===== src/hdl/ref_trim_map.svh =====
`ifndef REF_TRIM_MAP_SVH
`define REF_TRIM_MAP_SVH

// ------------------------------------------------------------
// Command codes
// ------------------------------------------------------------
`define CMD_PROTOCOL_REVISION   8'h98
`define CMD_USER_SCRATCH_WORD   8'hd0
`define CMD_TRIM_SLOT           8'hd4
`define CMD_MARGIN_HIGH_SLOT    8'hd5

// ------------------------------------------------------------
// Reset and fixed values
// ------------------------------------------------------------
`define PROTOCOL_REVISION_VAL   8'h11
`define RST_USER_SCRATCH        16'h0000
`define RST_TRIM                8'h00
`define RST_MARGIN_HIGH_STEP    5'h1e

// ------------------------------------------------------------
// Field layout
// ------------------------------------------------------------
`define TRIM_FIELD_MSB          7
`define STEP_FIELD_MSB          4

// ------------------------------------------------------------
// Spans in millivolts, one code is one LSB
// ------------------------------------------------------------
`define REF_LSB_MV              2
`define TRIM_MIN_MV             (-120)
`define TRIM_MAX_MV             60
`define STEP_MIN_MV             0
`define STEP_MAX_MV             60
`define SUM_MIN_MV              (-180)
`define SUM_MAX_MV              60

// ------------------------------------------------------------
// Slew timing
// ------------------------------------------------------------
`define CLK_PERIOD_NS           10
`define RAMP_BASE_NS            1000
`define RAMP_BASE_CYCLES        (`RAMP_BASE_NS / `CLK_PERIOD_NS)
`define RISE_CODE_MAX           3'h7

`endif


===== src/hdl/ref_trim_pkg.sv =====
package ref_trim_pkg;

  // Slew engine states, Gray along idle -> up -> down
  typedef enum logic [1:0] {
    RAMP_IDLE = 2'h0,
    RAMP_UP   = 2'h1,
    RAMP_DOWN = 2'h3
  } ramp_state_t;

  typedef logic signed [9:0] ref_code_t;

  typedef struct packed {
    ramp_state_t state;
    ref_code_t   level;
    logic [15:0] cnt;
  } ramp_regs_t;

  typedef struct packed {
    logic [15:0]       scratch;
    logic [1:0][7:0]   trim;
    logic [1:0][4:0]   step;
    logic [15:0]       rd_data;
    logic              rd_hit;
    logic              alert;
    logic              store_valid;
    logic [15:0]       nvm_scratch;
    logic [1:0][7:0]   nvm_trim;
    logic [1:0][4:0]   nvm_step;
  } bank_regs_t;

endpackage


===== src/hdl/ref_ramp_if.sv =====
`timescale 1ns/100ps

// Target and rate in, live reference out
interface ref_ramp_if;
  ref_trim_pkg::ref_code_t target;
  logic [2:0]              rise_code;
  ref_trim_pkg::ref_code_t level;
  logic                    settled;

  modport ctrl (output target, output rise_code, input level, input settled);
  modport ramp (input target, input rise_code, output level, output settled);
endinterface


===== src/hdl/ref_ramp.sv =====
`timescale 1ns/100ps
`include "ref_trim_map.svh"

module ref_ramp #(
  parameter int unsigned BASE_CYCLES = `RAMP_BASE_CYCLES
) (
  input  wire logic core_clk,
  input  wire logic rst_n,
  ref_ramp_if.ramp  port
);

  ref_trim_pkg::ramp_regs_t r;
  ref_trim_pkg::ramp_regs_t next_r;
  logic [15:0]              period;

  // One LSB step every period cycles, period doubles per rise code
  assign period = 16'(BASE_CYCLES << port.rise_code);

  // ------------------------------------------------------------
  // Slew toward target
  // ------------------------------------------------------------
  always_comb begin
    next_r = r;
    case (r.state)
      ref_trim_pkg::RAMP_IDLE: begin
        next_r.cnt = 16'h0000;
        if (port.target > r.level) begin
          next_r.state = ref_trim_pkg::RAMP_UP;
        end else if (port.target < r.level) begin
          next_r.state = ref_trim_pkg::RAMP_DOWN;
        end
      end
      ref_trim_pkg::RAMP_UP,
      ref_trim_pkg::RAMP_DOWN: begin
        if (port.target == r.level) begin
          next_r.state = ref_trim_pkg::RAMP_IDLE;
          next_r.cnt   = 16'h0000;
        end else if (r.cnt >= period - 16'h0001) begin
          next_r.cnt   = 16'h0000;
          next_r.level = (port.target > r.level) ? r.level + 10'sh001
                                                 : r.level - 10'sh001;
          next_r.state = (port.target > r.level) ? ref_trim_pkg::RAMP_UP
                                                 : ref_trim_pkg::RAMP_DOWN;
        end else begin
          next_r.cnt = r.cnt + 16'h0001;
        end
      end
      default: begin
        next_r.state = ref_trim_pkg::RAMP_IDLE;
      end
    endcase
  end

  // State register
  always_ff @(posedge core_clk or negedge rst_n) begin
    if (!rst_n) begin
      r <= '{state: ref_trim_pkg::RAMP_IDLE, level: 10'sh000, cnt: 16'h0000};
    end else begin
      r <= next_r;
    end
  end

  assign port.level   = r.level;
  assign port.settled = (r.state == ref_trim_pkg::RAMP_IDLE) && (port.target == r.level);

endmodule


===== src/hdl/ref_trim_margin_regs.sv =====
`timescale 1ns/100ps
`include "ref_trim_map.svh"

// Behaviour
// - Reading the revision command returns the fixed byte for protocol revision 1.1.
// - The scratch word is a plain 16-bit read/write store that resets to zero.
// - Scratch, trim and margin-high step are all copied out on a store-all request.
// - The trim adds its two's complement value times 2 mV to the reference target.
// - The trim accepts -120 mV to +60 mV in 2 mV codes.
// - An out-of-span trim or step write is clamped to the nearer limit.
// - Any out-of-span write raises the alert, the fault flag and the invalid-data flag.
// - Trim plus step is held within -180 mV to +60 mV, with clamp and flags beyond.
// - During soft-start the reference slews at the programmed rise-time rate.
// - After soft-start every reference change slews at the slowest rise-time rate.
// - Selecting margin high moves the reference to the margin-high target.
// - The margin-high offset is step plus trim, times 2 mV.
// - The margin-high step accepts 0 to 60 mV and only its five low bits are writable.
// - The margin-high step resets to 30, an offset of 60 mV.
// - Trim and step are kept per channel and the page picks the copy accessed.
module ref_trim_margin_regs #(
  parameter int unsigned NUM_CH           = 2,
  parameter int unsigned RAMP_BASE_CYCLES = `RAMP_BASE_CYCLES
) (
  input  wire logic                    core_clk,
  input  wire logic                    resetn,
  input  wire logic [7:0]              cmd_code,
  input  wire logic                    cmd_page,
  input  wire logic                    wr_strobe,
  input  wire logic [15:0]             wr_data,
  output logic [15:0]                  rd_data,
  output logic                         rd_hit,
  input  wire logic                    store_all,
  output logic                         nvm_store_valid,
  output logic [15:0]                  nvm_scratch,
  output logic [NUM_CH-1:0][7:0]       nvm_trim,
  output logic [NUM_CH-1:0][4:0]       nvm_step,
  input  wire logic [NUM_CH-1:0]       margin_high,
  input  wire logic [NUM_CH-1:0]       soft_start_done,
  input  wire logic [NUM_CH-1:0][2:0]  rise_code,
  output logic [NUM_CH-1:0][9:0]       ref_offset,
  output logic [NUM_CH-1:0]            ref_settled,
  output logic                         smbalert_set,
  output logic                         cml_fault_set,
  output logic                         invalid_data_set
);

  // ------------------------------------------------------------
  // Limits in LSB codes
  // ------------------------------------------------------------
  localparam ref_trim_pkg::ref_code_t TRIM_MIN = 10'(`TRIM_MIN_MV / `REF_LSB_MV);
  localparam ref_trim_pkg::ref_code_t TRIM_MAX = 10'(`TRIM_MAX_MV / `REF_LSB_MV);
  localparam ref_trim_pkg::ref_code_t STEP_MIN = 10'(`STEP_MIN_MV / `REF_LSB_MV);
  localparam ref_trim_pkg::ref_code_t STEP_MAX = 10'(`STEP_MAX_MV / `REF_LSB_MV);
  localparam ref_trim_pkg::ref_code_t SUM_MIN  = 10'(`SUM_MIN_MV / `REF_LSB_MV);
  localparam ref_trim_pkg::ref_code_t SUM_MAX  = 10'(`SUM_MAX_MV / `REF_LSB_MV);

  // ------------------------------------------------------------
  // Reset release
  // ------------------------------------------------------------
  logic rst_meta;
  logic rst_n;

  // Two-stage release of the asynchronous reset
  always_ff @(posedge core_clk or negedge resetn) begin
    if (!resetn) begin
      rst_meta <= 1'b0;
      rst_n    <= 1'b0;
    end else begin
      rst_meta <= 1'b1;
      rst_n    <= rst_meta;
    end
  end

  // ------------------------------------------------------------
  // Helpers
  // ------------------------------------------------------------

  // Signed saturation of a code into [lo, hi]
  function automatic logic signed [16:0] clamp17(
    input logic signed [16:0] v,
    input logic signed [16:0] lo,
    input logic signed [16:0] hi
  );
    logic signed [16:0] res;
    res = v;
    if (v < lo) begin
      res = lo;
    end else if (v > hi) begin
      res = hi;
    end
    return res;
  endfunction

  // Widen a 10-bit limit code to 17 bits
  function automatic logic signed [16:0] wide(input ref_trim_pkg::ref_code_t v);
    return 17'(v);
  endfunction

  // ------------------------------------------------------------
  // Register bank state
  // ------------------------------------------------------------
  ref_trim_pkg::bank_regs_t r;
  ref_trim_pkg::bank_regs_t next_r;

  logic signed [16:0] wr_val;
  logic signed [16:0] cur_trim;
  logic signed [16:0] cur_step;
  logic signed [16:0] new_trim;
  logic signed [16:0] new_step;
  logic signed [16:0] new_sum;
  logic               trim_range_bad;
  logic               step_range_bad;
  logic               sum_bad;
  logic               wr_trim;
  logic               wr_step;
  logic [15:0]        rd_mux;
  logic               rd_known;

  // Write value and the paged copies it meets
  assign wr_val   = 17'(signed'(wr_data));
  assign cur_trim = 17'(signed'(r.trim[cmd_page]));
  assign cur_step = 17'(signed'({1'b0, r.step[cmd_page]}));
  assign wr_trim  = wr_strobe && (cmd_code == `CMD_TRIM_SLOT);
  assign wr_step  = wr_strobe && (cmd_code == `CMD_MARGIN_HIGH_SLOT);

  // Span checks for trim and step writes
  assign new_trim       = clamp17(wr_val, wide(TRIM_MIN), wide(TRIM_MAX));
  assign new_step       = clamp17(wr_val, wide(STEP_MIN), wide(STEP_MAX));
  assign trim_range_bad = (new_trim != wr_val);
  assign step_range_bad = (new_step != wr_val);

  // Sum of the values that would stand after the write
  always_comb begin
    new_sum = cur_trim + cur_step;
    if (wr_trim) begin
      new_sum = new_trim + cur_step;
    end else if (wr_step) begin
      new_sum = cur_trim + new_step;
    end
  end

  assign sum_bad = (new_sum < wide(SUM_MIN)) || (new_sum > wide(SUM_MAX));

  // ------------------------------------------------------------
  // Read path
  // ------------------------------------------------------------

  // Read mux on command code and page
  always_comb begin
    rd_mux   = 16'h0000;
    rd_known = 1'b1;
    case (cmd_code)
      `CMD_PROTOCOL_REVISION: begin
        rd_mux = {8'h00, `PROTOCOL_REVISION_VAL};
      end
      `CMD_USER_SCRATCH_WORD: begin
        rd_mux = r.scratch;
      end
      `CMD_TRIM_SLOT: begin
        rd_mux = 16'(signed'(r.trim[cmd_page]));
      end
      `CMD_MARGIN_HIGH_SLOT: begin
        rd_mux = {11'h000, r.step[cmd_page]};
      end
      default: begin
        rd_known = 1'b0;
      end
    endcase
  end

  // ------------------------------------------------------------
  // Next-state logic
  // ------------------------------------------------------------

  // Writes, clamping, flags and store snapshot
  always_comb begin
    next_r             = r;
    next_r.rd_data     = rd_mux;
    next_r.rd_hit      = rd_known;
    next_r.alert       = 1'b0;
    next_r.store_valid = 1'b0;

    // Scratch word, all bits writable
    if (wr_strobe && (cmd_code == `CMD_USER_SCRATCH_WORD)) begin
      next_r.scratch = wr_data;
    end

    // Trim, only the low field stored, rest read as sign
    if (wr_trim) begin
      next_r.trim[cmd_page] = new_trim[`TRIM_FIELD_MSB:0];
      next_r.alert          = trim_range_bad || sum_bad;
    end

    // Margin-high step, five writable bits
    if (wr_step) begin
      next_r.step[cmd_page] = new_step[`STEP_FIELD_MSB:0];
      next_r.alert          = step_range_bad || sum_bad;
    end

    // Snapshot for the nonvolatile store
    if (store_all) begin
      next_r.store_valid = 1'b1;
      next_r.nvm_scratch = r.scratch;
      next_r.nvm_trim    = r.trim;
      next_r.nvm_step    = r.step;
    end
  end

  // ------------------------------------------------------------
  // State register
  // ------------------------------------------------------------

  // Power-on values
  always_ff @(posedge core_clk or negedge rst_n) begin
    if (!rst_n) begin
      r.scratch     <= `RST_USER_SCRATCH;
      r.trim        <= {2{`RST_TRIM}};
      r.step        <= {2{`RST_MARGIN_HIGH_STEP}};
      r.rd_data     <= 16'h0000;
      r.rd_hit      <= 1'b0;
      r.alert       <= 1'b0;
      r.store_valid <= 1'b0;
      r.nvm_scratch <= 16'h0000;
      r.nvm_trim    <= '0;
      r.nvm_step    <= '0;
    end else begin
      r <= next_r;
    end
  end

  // ------------------------------------------------------------
  // Register outputs
  // ------------------------------------------------------------

  // Read data and store snapshot
  assign rd_data          = r.rd_data;
  assign rd_hit           = r.rd_hit;
  assign nvm_store_valid  = r.store_valid;
  assign nvm_scratch      = r.nvm_scratch;
  assign nvm_trim         = r.nvm_trim;
  assign nvm_step         = r.nvm_step;

  // One alert event drives all three status pulses
  assign smbalert_set     = r.alert;
  assign cml_fault_set    = r.alert;
  assign invalid_data_set = r.alert;

  // ------------------------------------------------------------
  // Per-channel reference targets and slew
  // ------------------------------------------------------------
  genvar ch;
  generate
    for (ch = 0; ch < NUM_CH; ch++) begin : g_ch
      ref_ramp_if         rif();
      logic signed [16:0] sum;

      // Trim alone, or trim plus step in margin high
      assign sum = 17'(signed'(r.trim[ch]))
                 + (margin_high[ch] ? 17'(signed'({1'b0, r.step[ch]}))
                                    : 17'h0_0000);

      // Clamp target into the net window
      assign rif.target = 10'(clamp17(sum, wide(SUM_MIN), wide(SUM_MAX)));

      // Programmed rate in soft-start, slowest rate after
      assign rif.rise_code = soft_start_done[ch] ? `RISE_CODE_MAX
                                                 : rise_code[ch];

      ref_ramp #(
        .BASE_CYCLES (RAMP_BASE_CYCLES)
      ) u_ramp (
        .core_clk (core_clk),
        .rst_n    (rst_n),
        .port     (rif.ramp)
      );

      assign ref_offset[ch]  = rif.level;
      assign ref_settled[ch] = rif.settled;
    end
  endgenerate

endmodule


===== config.mk =====
export PLATFORM = sky130hd
export DESIGN_NAME = ref_trim_margin_regs
export DESIGN_NICKNAME = d
export VERILOG_FILES = /design/src/hdl/ref_trim_pkg.sv /design/src/hdl/ref_ramp_if.sv /design/src/hdl/ref_ramp.sv /design/src/hdl/ref_trim_margin_regs.sv
export VERILOG_INCLUDE_DIRS = /design/src /design/src/hdl
export SDC_FILE = /design/constraint.sdc
export NUM_CORES = 1
export LEC_CHECK = 0
export ABC_AREA = 1
export ABC_CLOCK_PERIOD_IN_PS = 5290
export BUFFER_PORTS_ARGS = -buffer_cell sky130_fd_sc_hd__buf_2
export CAP_MARGIN = 20
export CORE_UTILIZATION = 40
export DETAILED_ROUTE_END_ITERATION = 8
export PLACE_DENSITY = 0.56
export SYNTH_ARGS = -nofsm -noshare
export SYNTH_HDL_FRONTEND = slang
export SYNTH_HIERARCHICAL = 1
export SYNTH_SLANG_ARGS = --single-unit

===== constraint.sdc =====
create_clock -name core_clk -period 5.29 [get_ports core_clk]
set_input_delay 0.2645 -clock core_clk [delete_from_list [all_inputs] [get_ports core_clk]]
set_output_delay 0.2645 -clock core_clk [all_outputs]
set_load 0.005 [all_outputs]

==> Word level (Yosys, flattened, before mapping) <==
Index checks and enable logic that the tools add are counted.
{ "totals": {"input_bits": 39, "latch_bits": 0, "out_inout_bits": 85, "rom_bits": 0, "ramBits": 0, "elab_cells": 140, "n_memories": 0, "reg_bits": 161} }
{ "classes": {"n_shift": 2, "n_addsub": 13, "order_cmp": 17, "muxes": 48, "div": 0, "n_bitwise": 2, "reduce_logical": 20, "n_mul": 0, "n_eq_ne": 16} }
{ "op_table": {"columns": ["op", "count"], "rows": [
  ["two-way mux 17 bit", 5],
  ["two-way mux 16 bit", 4],
  ["case mux 16 bit (2 select lines)", 2],
  ["case mux 16 bit (4 select lines)", 1],
  ["two-way mux 10 bit", 6],
  ["two-way mux 43 bit", 1],
  ["!= test 17 x 16 -> 1 bit", 2],
  ["adder 16 x 1 -> 16 bit, second input constant", 2],
  ["equality test 8 bit, second input constant", 4],
  [">= comparator 16 bit", 2],
  ["left shift 7 x 3 -> 16 bit, first input constant", 2],
  ["subtractor 16 x 1 -> 16 bit, second input constant", 2],
  ["adder 8 x 6 -> 9 bit", 3],
  ["two-way mux 5 bit", 5],
  ["two-way mux 12 bit", 2],
  ["two-way mux 8 bit", 3],
  ["adder 10 x 2 -> 10 bit, second input constant", 2],
  ["equality test 10 bit", 2],
  ["> comparator 10 bit", 2],
  ["less-than comparator 10 bit", 2],
  ["subtractor 10 x 2 -> 10 bit, second input constant", 2],
  ["> comparator 9 x 6 -> 1 bit, second input constant", 2],
  ["less-than comparator 9 x 8 -> 1 bit, second input constant", 2],
  ["adder 17 x 6 -> 17 bit", 1],
  ["other kinds (28)", 57]
]} }

==> Logic depth before layout (Yosys ltp) <==
{ "depth": {"word_depth": 11, "depth_mapped": 39, "mapped_depth_nobuf": 39} }

==> Modules after synthesis <==
The synthesis kept the hierarchy.
{ "by_module_without_submodules": {"columns": ["module", "n_inst", "cells_per_inst", "area_each_um2"], "rows": [
  ["ref_trim_margin_regs", 1, 955, 7259.5],
  ["ref_ramp (g_ch[1].u_ramp)", 1, 362, 2786.4],
  ["ref_ramp (g_ch[0].u_ramp)", 1, 354, 2698.8]
]} }

==> Least setup slack after synthesis <==
Ideal clock, no wire load.
{ "synth_timing": {"path_kind": "register to register", "startpoint": "register r[67] (netlist name)", "endpoint": "register g_ch[1].u_ramp.r, in the netlist g_ch[1].u_ramp/port.level[9]", "required_time_ps": 5173, "stages_incl_launch_ff": 32, "t_arrival_ps": 4505, "setup_ps": 117, "setup_slack_ps": 668, "path_cell_list": "dfstp_2 -> nand2_1 -> fa_1 -> nor2_1 -> o21ai_0 -> nand2_1 -> nand2_1 -> a21oi_1 -> xor2_1 -> o21ai_0 -> o31ai_1 -> inv_1 -> o21ai_0 -> inv_1 -> ha_1 -> nand2_1 -> nor2_1 -> nand3_1 -> nand3_1 -> nand2_1 -> nand2_2 -> nand2_2 -> ha_1 -> a21o_1 -> a21boi_0 -> nand2_1 -> nor2_1 -> inv_1 -> nand2_2 -> nand3_1 -> nand2_1 -> nand2_1"} }
{ "synth_between": {"elab_chain_cells": 8} }
{ "synth_lines": {"columns": ["item", "line", "text"], "rows": [
  ["from (decl)", "ref_trim_margin_regs.sv:102", "ref_trim_pkg::bank_regs_t r;"],
  ["from (signal assigned)", "ref_trim_margin_regs.sv:227", "r <= next_r;"],
  ["two-way mux 5 bit *", "ref_trim_margin_regs.sv:259", "+ (margin_high[ch] ? 17'(signed'({1'b0, r.step[ch]}))"],
  ["adder 8 x 6 -> 9 bit *", "ref_trim_margin_regs.sv:259", null],
  ["> comparator 9 x 6 -> 1 bit", "ref_trim_margin_regs.sv:88", "end else if (v > hi) begin"],
  ["two-way mux 10 bit", "ref_trim_margin_regs.sv:88", null],
  ["two-way mux 10 bit *", "ref_trim_margin_regs.sv:86", "if (v < lo) begin"],
  ["via g_ch[1].rif.target[4]", "ref_ramp_if.sv:5", "ref_trim_pkg::ref_code_t target;"],
  ["branches (longest 3 deep; another with > comparator 10 bit)", null, null],
  ["to (signal assigned)", "ref_ramp.sv:57", "r <= '{state: ref_trim_pkg::RAMP_IDLE, level: 10'sh000, cnt: 16'h0000};"],
  ["to (signal assigned)", "ref_ramp.sv:59", "r <= next_r;"],
  ["to (decl)", "ref_ramp.sv:12", "ref_trim_pkg::ramp_regs_t r;"]
]} }
Mark *: on every way through the listed nets, which the timed path passes.
A chain may end at the register's enable or synchronous reset.

==> Final worst setup path <==
{ "layout_timing": {"startpoint": "register r[67] (netlist name)", "endpoint": "register g_ch[1].u_ramp.r, in the netlist g_ch[1].u_ramp/port.level[7]"} }
The elaborated chain is that of the path after synthesis.

==> flow_summary_export.csv <==
group,metric,value,unit
detailed_routing,drc,0,
die,row_count,64,
finish,final_area,0.01404,mm^2
logic_synthesis,synthFlopType,"dfrtp_1",
setup_path,max_stage_delay,0.56,ns
detailed_routing,viasPerCell,4.939,
die,ios,124,
detailed_routing,drt-initial-drc-count,554,
die,initial_core_util,41.13,%
finish,area_delta_synth_final,10.19,%
logic_synthesis,yosysTopAreaCell,"dfrtp_1",
placement,io_buffer_count,123,
finish,final_core_util,45.32,%
logic_synthesis,synth-async-reset-ratio,100.0,%
clock_network,clockRootBuffer,"clkbuf_16",
global_routing,grt.overflow.total,0,
timing,finalCriticalPeriod,4.923,ns
status,run_status,"complete, no violations",
timing,setup_viol,0,
worst_hold_path,hold_path.class,"in -> reg",
die,core_area,0.03099,mm^2
job,cap_violations,0,
setup_path,critPathLaunchType,"flip-flop",
setup_path,crit_type,"reg -> reg",
logic_synthesis,yosys-top-cells-area,"dfrtp_1 30%, nand2_1 11%, ha_1 11%",
global_routing,grt_pass1_wl,50290,um
logic_synthesis,synth-edff-count,0,
placement,dp_hpwl,23720,um
setup_path,end_kind,"flip-flop",
logic_synthesis,syn_area,0.01274,mm^2
clock_network,cts_buffer_depth,2,
logic_synthesis,yosysSeqAreaShare,31.69,%
power,p_per_area,280.6,mW/mm^2
global_routing,antenna_found_initial,1,
logic_synthesis,syn_area_per_cell,7.627,um^2
logic_synthesis,ys_ff_latch,161,
timing,worst_hold_slack,0.1095,ns
timing,finalMaxSlewViolations,0,
detailed_routing,routedWlPerCell,14.32,um
die,die_x,180.5,um
die,die-height,180.5,um
setup_path,cp_data_required_time,5.60,ns
setup_path,crit_slowest_cell,"dfstp_2",
placement,dpl_cell_area,0.01324,mm^2
clock_network,insertion_delay,0.44,ns
clock_network,clkTransAtPathRegs,0.07,ns
global_routing,groute.usage.overall,19.07,%
placement,gp_congestion,0.8356,
clock_network,cts.sinks,161,
clock_network,htreeDepth,4,
power,irDropWorstVdd,0.1961,mV
detailed_routing,firstDrtPassIters,5,
power,p_leak,7.431,nW
logic_synthesis,synth_top_area_share,30.04,%
timing,max_slew_margin,42.41,%
timing,skew,0.01446,ns
clock_network,cts_buffers,17,
finish,antennaDiodeCount,0,
detailed_routing,ant_nets,0,
detailed_routing,drt_wl_total,30700,um
timing,worst_pin_slew,0.8618,ns
logic_synthesis,synthCells,1671,
global_routing,grt_pass1_vias,10154,
setup_path,crit_fanout,10,
logic_synthesis,yosysWarnings,6,
detailed_routing,routed-via-count,10584,
logic_synthesis,synth_cell_types,57,
global_routing,grt_max_degree,130,
timing,min_period_over_period,93.06,%
finish,final_nets,1889,
timing,timing.fmax,203.1,MHz
setup_path,crit_path_frequent_cell,"nand2_1",
die,die-area,0.03258,mm^2
setup_path,crit_arrival,5.23,ns
timing,hold_viol,0,
clock_network,cts_tree,"built",
finish,drive_gt1_share,19.12,%
[registers in the layout (all words and copies together), names as in the netlist]
name	cells
rst_meta	1
r	42
rst_n	1
nvm_store_valid	1
rd_data	16
nvm_trim	16
nvm_scratch	16
g_ch.u_ramp/r	36
nvm_step	10
cml_fault_set	1
g_ch.u_ramp/port.level	20
rd_hit	1
[per-layer routing]
layer  part of all wire, %  vias up  global-route usage, %
li1                      -     5451                      -
met1                    48     4941                  25.03
met2                    47      160                  32.36
met3                   3.5       30                  3.072
met4                   1.5        2                  5.231
met5                 0.026        -                      0
[synthesized netlist by cell type, types with 14 or more instances]
master,count
a21oi_1,88
inv_2,14
nor3_1,22
nand3_1,83
xor2_1,44
buf_4,85
nand4_1,27
ha_1,109
o21ai_0,87
mux2_2,34
o21ai_2,14
nor2_1,119
nand2_1,371
dfrtp_1,153
nor2_2,14
inv_1,231
xnor2_1,20
[cell usage in the layout (no fill, tap or decap), types with 14 or more instances in the layout]
cell	n
inv_1	231
nand4_1	27
nand3_1	83
xnor2_1	20
o21ai_2	14
clkbuf_16	17
a21oi_1	85
buf_2	123
o21ai_1	14
nor3_1	21
nor2_2	17
dfrtp_1	152
nor2_1	116
ha_1	98
nand2_1	369
xor2_1	43
inv_2	14
o21ai_0	85
mux2_2	34
[power breakdown]
group	switching (mW)	total [mW]	internal, mW
combinational	0.745	1.26	0.515
sequential	0.128	1.47	1.34
clock	0.586	1.21	0.628
total	1.46	3.94	2.48
[cell type report]
cell class | instances | area [um^2]
tap | 396 | 495.5
fill | 3137 | 16950
multi-input combinational | 1170 | 7274
sequential | 161 | 4043
inverter | 247 | 927.1
clock buffer | 18 | 429.2
timing repair buffer | 137 | 735.7
clock inverter | 14 | 138.9
[logic make-up (layout without fill, tap and decap cells)]
logic type | Yosys count | in the layout | synth area share (%)
buffers and inverters | 350 | 416 | 13.05
AND/OR/NAND/NOR | 698 | 698 | 24.95
other | 2 | 12 | 0.05893
XOR/XNOR | 64 | 64 | 4.398
multiplexers | 34 | 34 | 3.004
adder cells (fa/ha/maj) | 116 | 116 | 11.80
flip-flops | 161 | 161 | 31.69
AO/OA/AOI/OAI | 246 | 246 | 11.05
[stage by stage]
step           setup slack [ns]  cells  TNS, ns  power (mW)
2_1_floorplan            0.4858   1681        0       2.434
3_3_place_gp             0.2499   2106        0       2.652
3_5_place_dp            0.05622   2106        0       2.668
4_1_cts                 0.03699   2139        0       3.896
5_1_grt                -0.06975   2143  -0.1346       4.226
6_report                 0.3673   2143        0       3.940
[worst max-delay path: cells and delay by family (launching register included)]
kind | cells | cell delay, ns
xor gates and xnor gates | 2 | 0.33
buffers and inverters | 3 | 0.22
AOI/OAI and AO/OA | 7 | 1.15
DFF | 1 | 0.56
and+or+nand+nor | 14 | 1.46
adders and majority gates | 3 | 1.08
[path summary, 6_finish.rpt]
check | depth (start not counted) | slack [ns] | from | endpoint
max in group asynchronous | 1 | 3.89 | rst_n | g_ch[1].u_ramp/port.level[7]
min in group asynchronous | 2 | 0.14 | resetn | rst_n
min reg2reg | 0 | 0.30 | rst_n | r[77]
max reg2reg | 29 | 0.37 | r[67] | g_ch[1].u_ramp/port.level[7]
min | 2 | 0.11 | wr_data[11] | r[98]
max | 29 | 0.37 | r[67] | g_ch[1].u_ramp/port.level[7]
[what timing repair did]
action / 4_1_cts / 5_1_grt
hold endpoints to repair: 2 / 0
resized for setup: 0 / 33
hold buffers: 1 / 0
buffers inserted: 0 / 4
endpoints found under the setup margin: 0 / 13
Note: power is estimated with default switching activity, not from simulation.
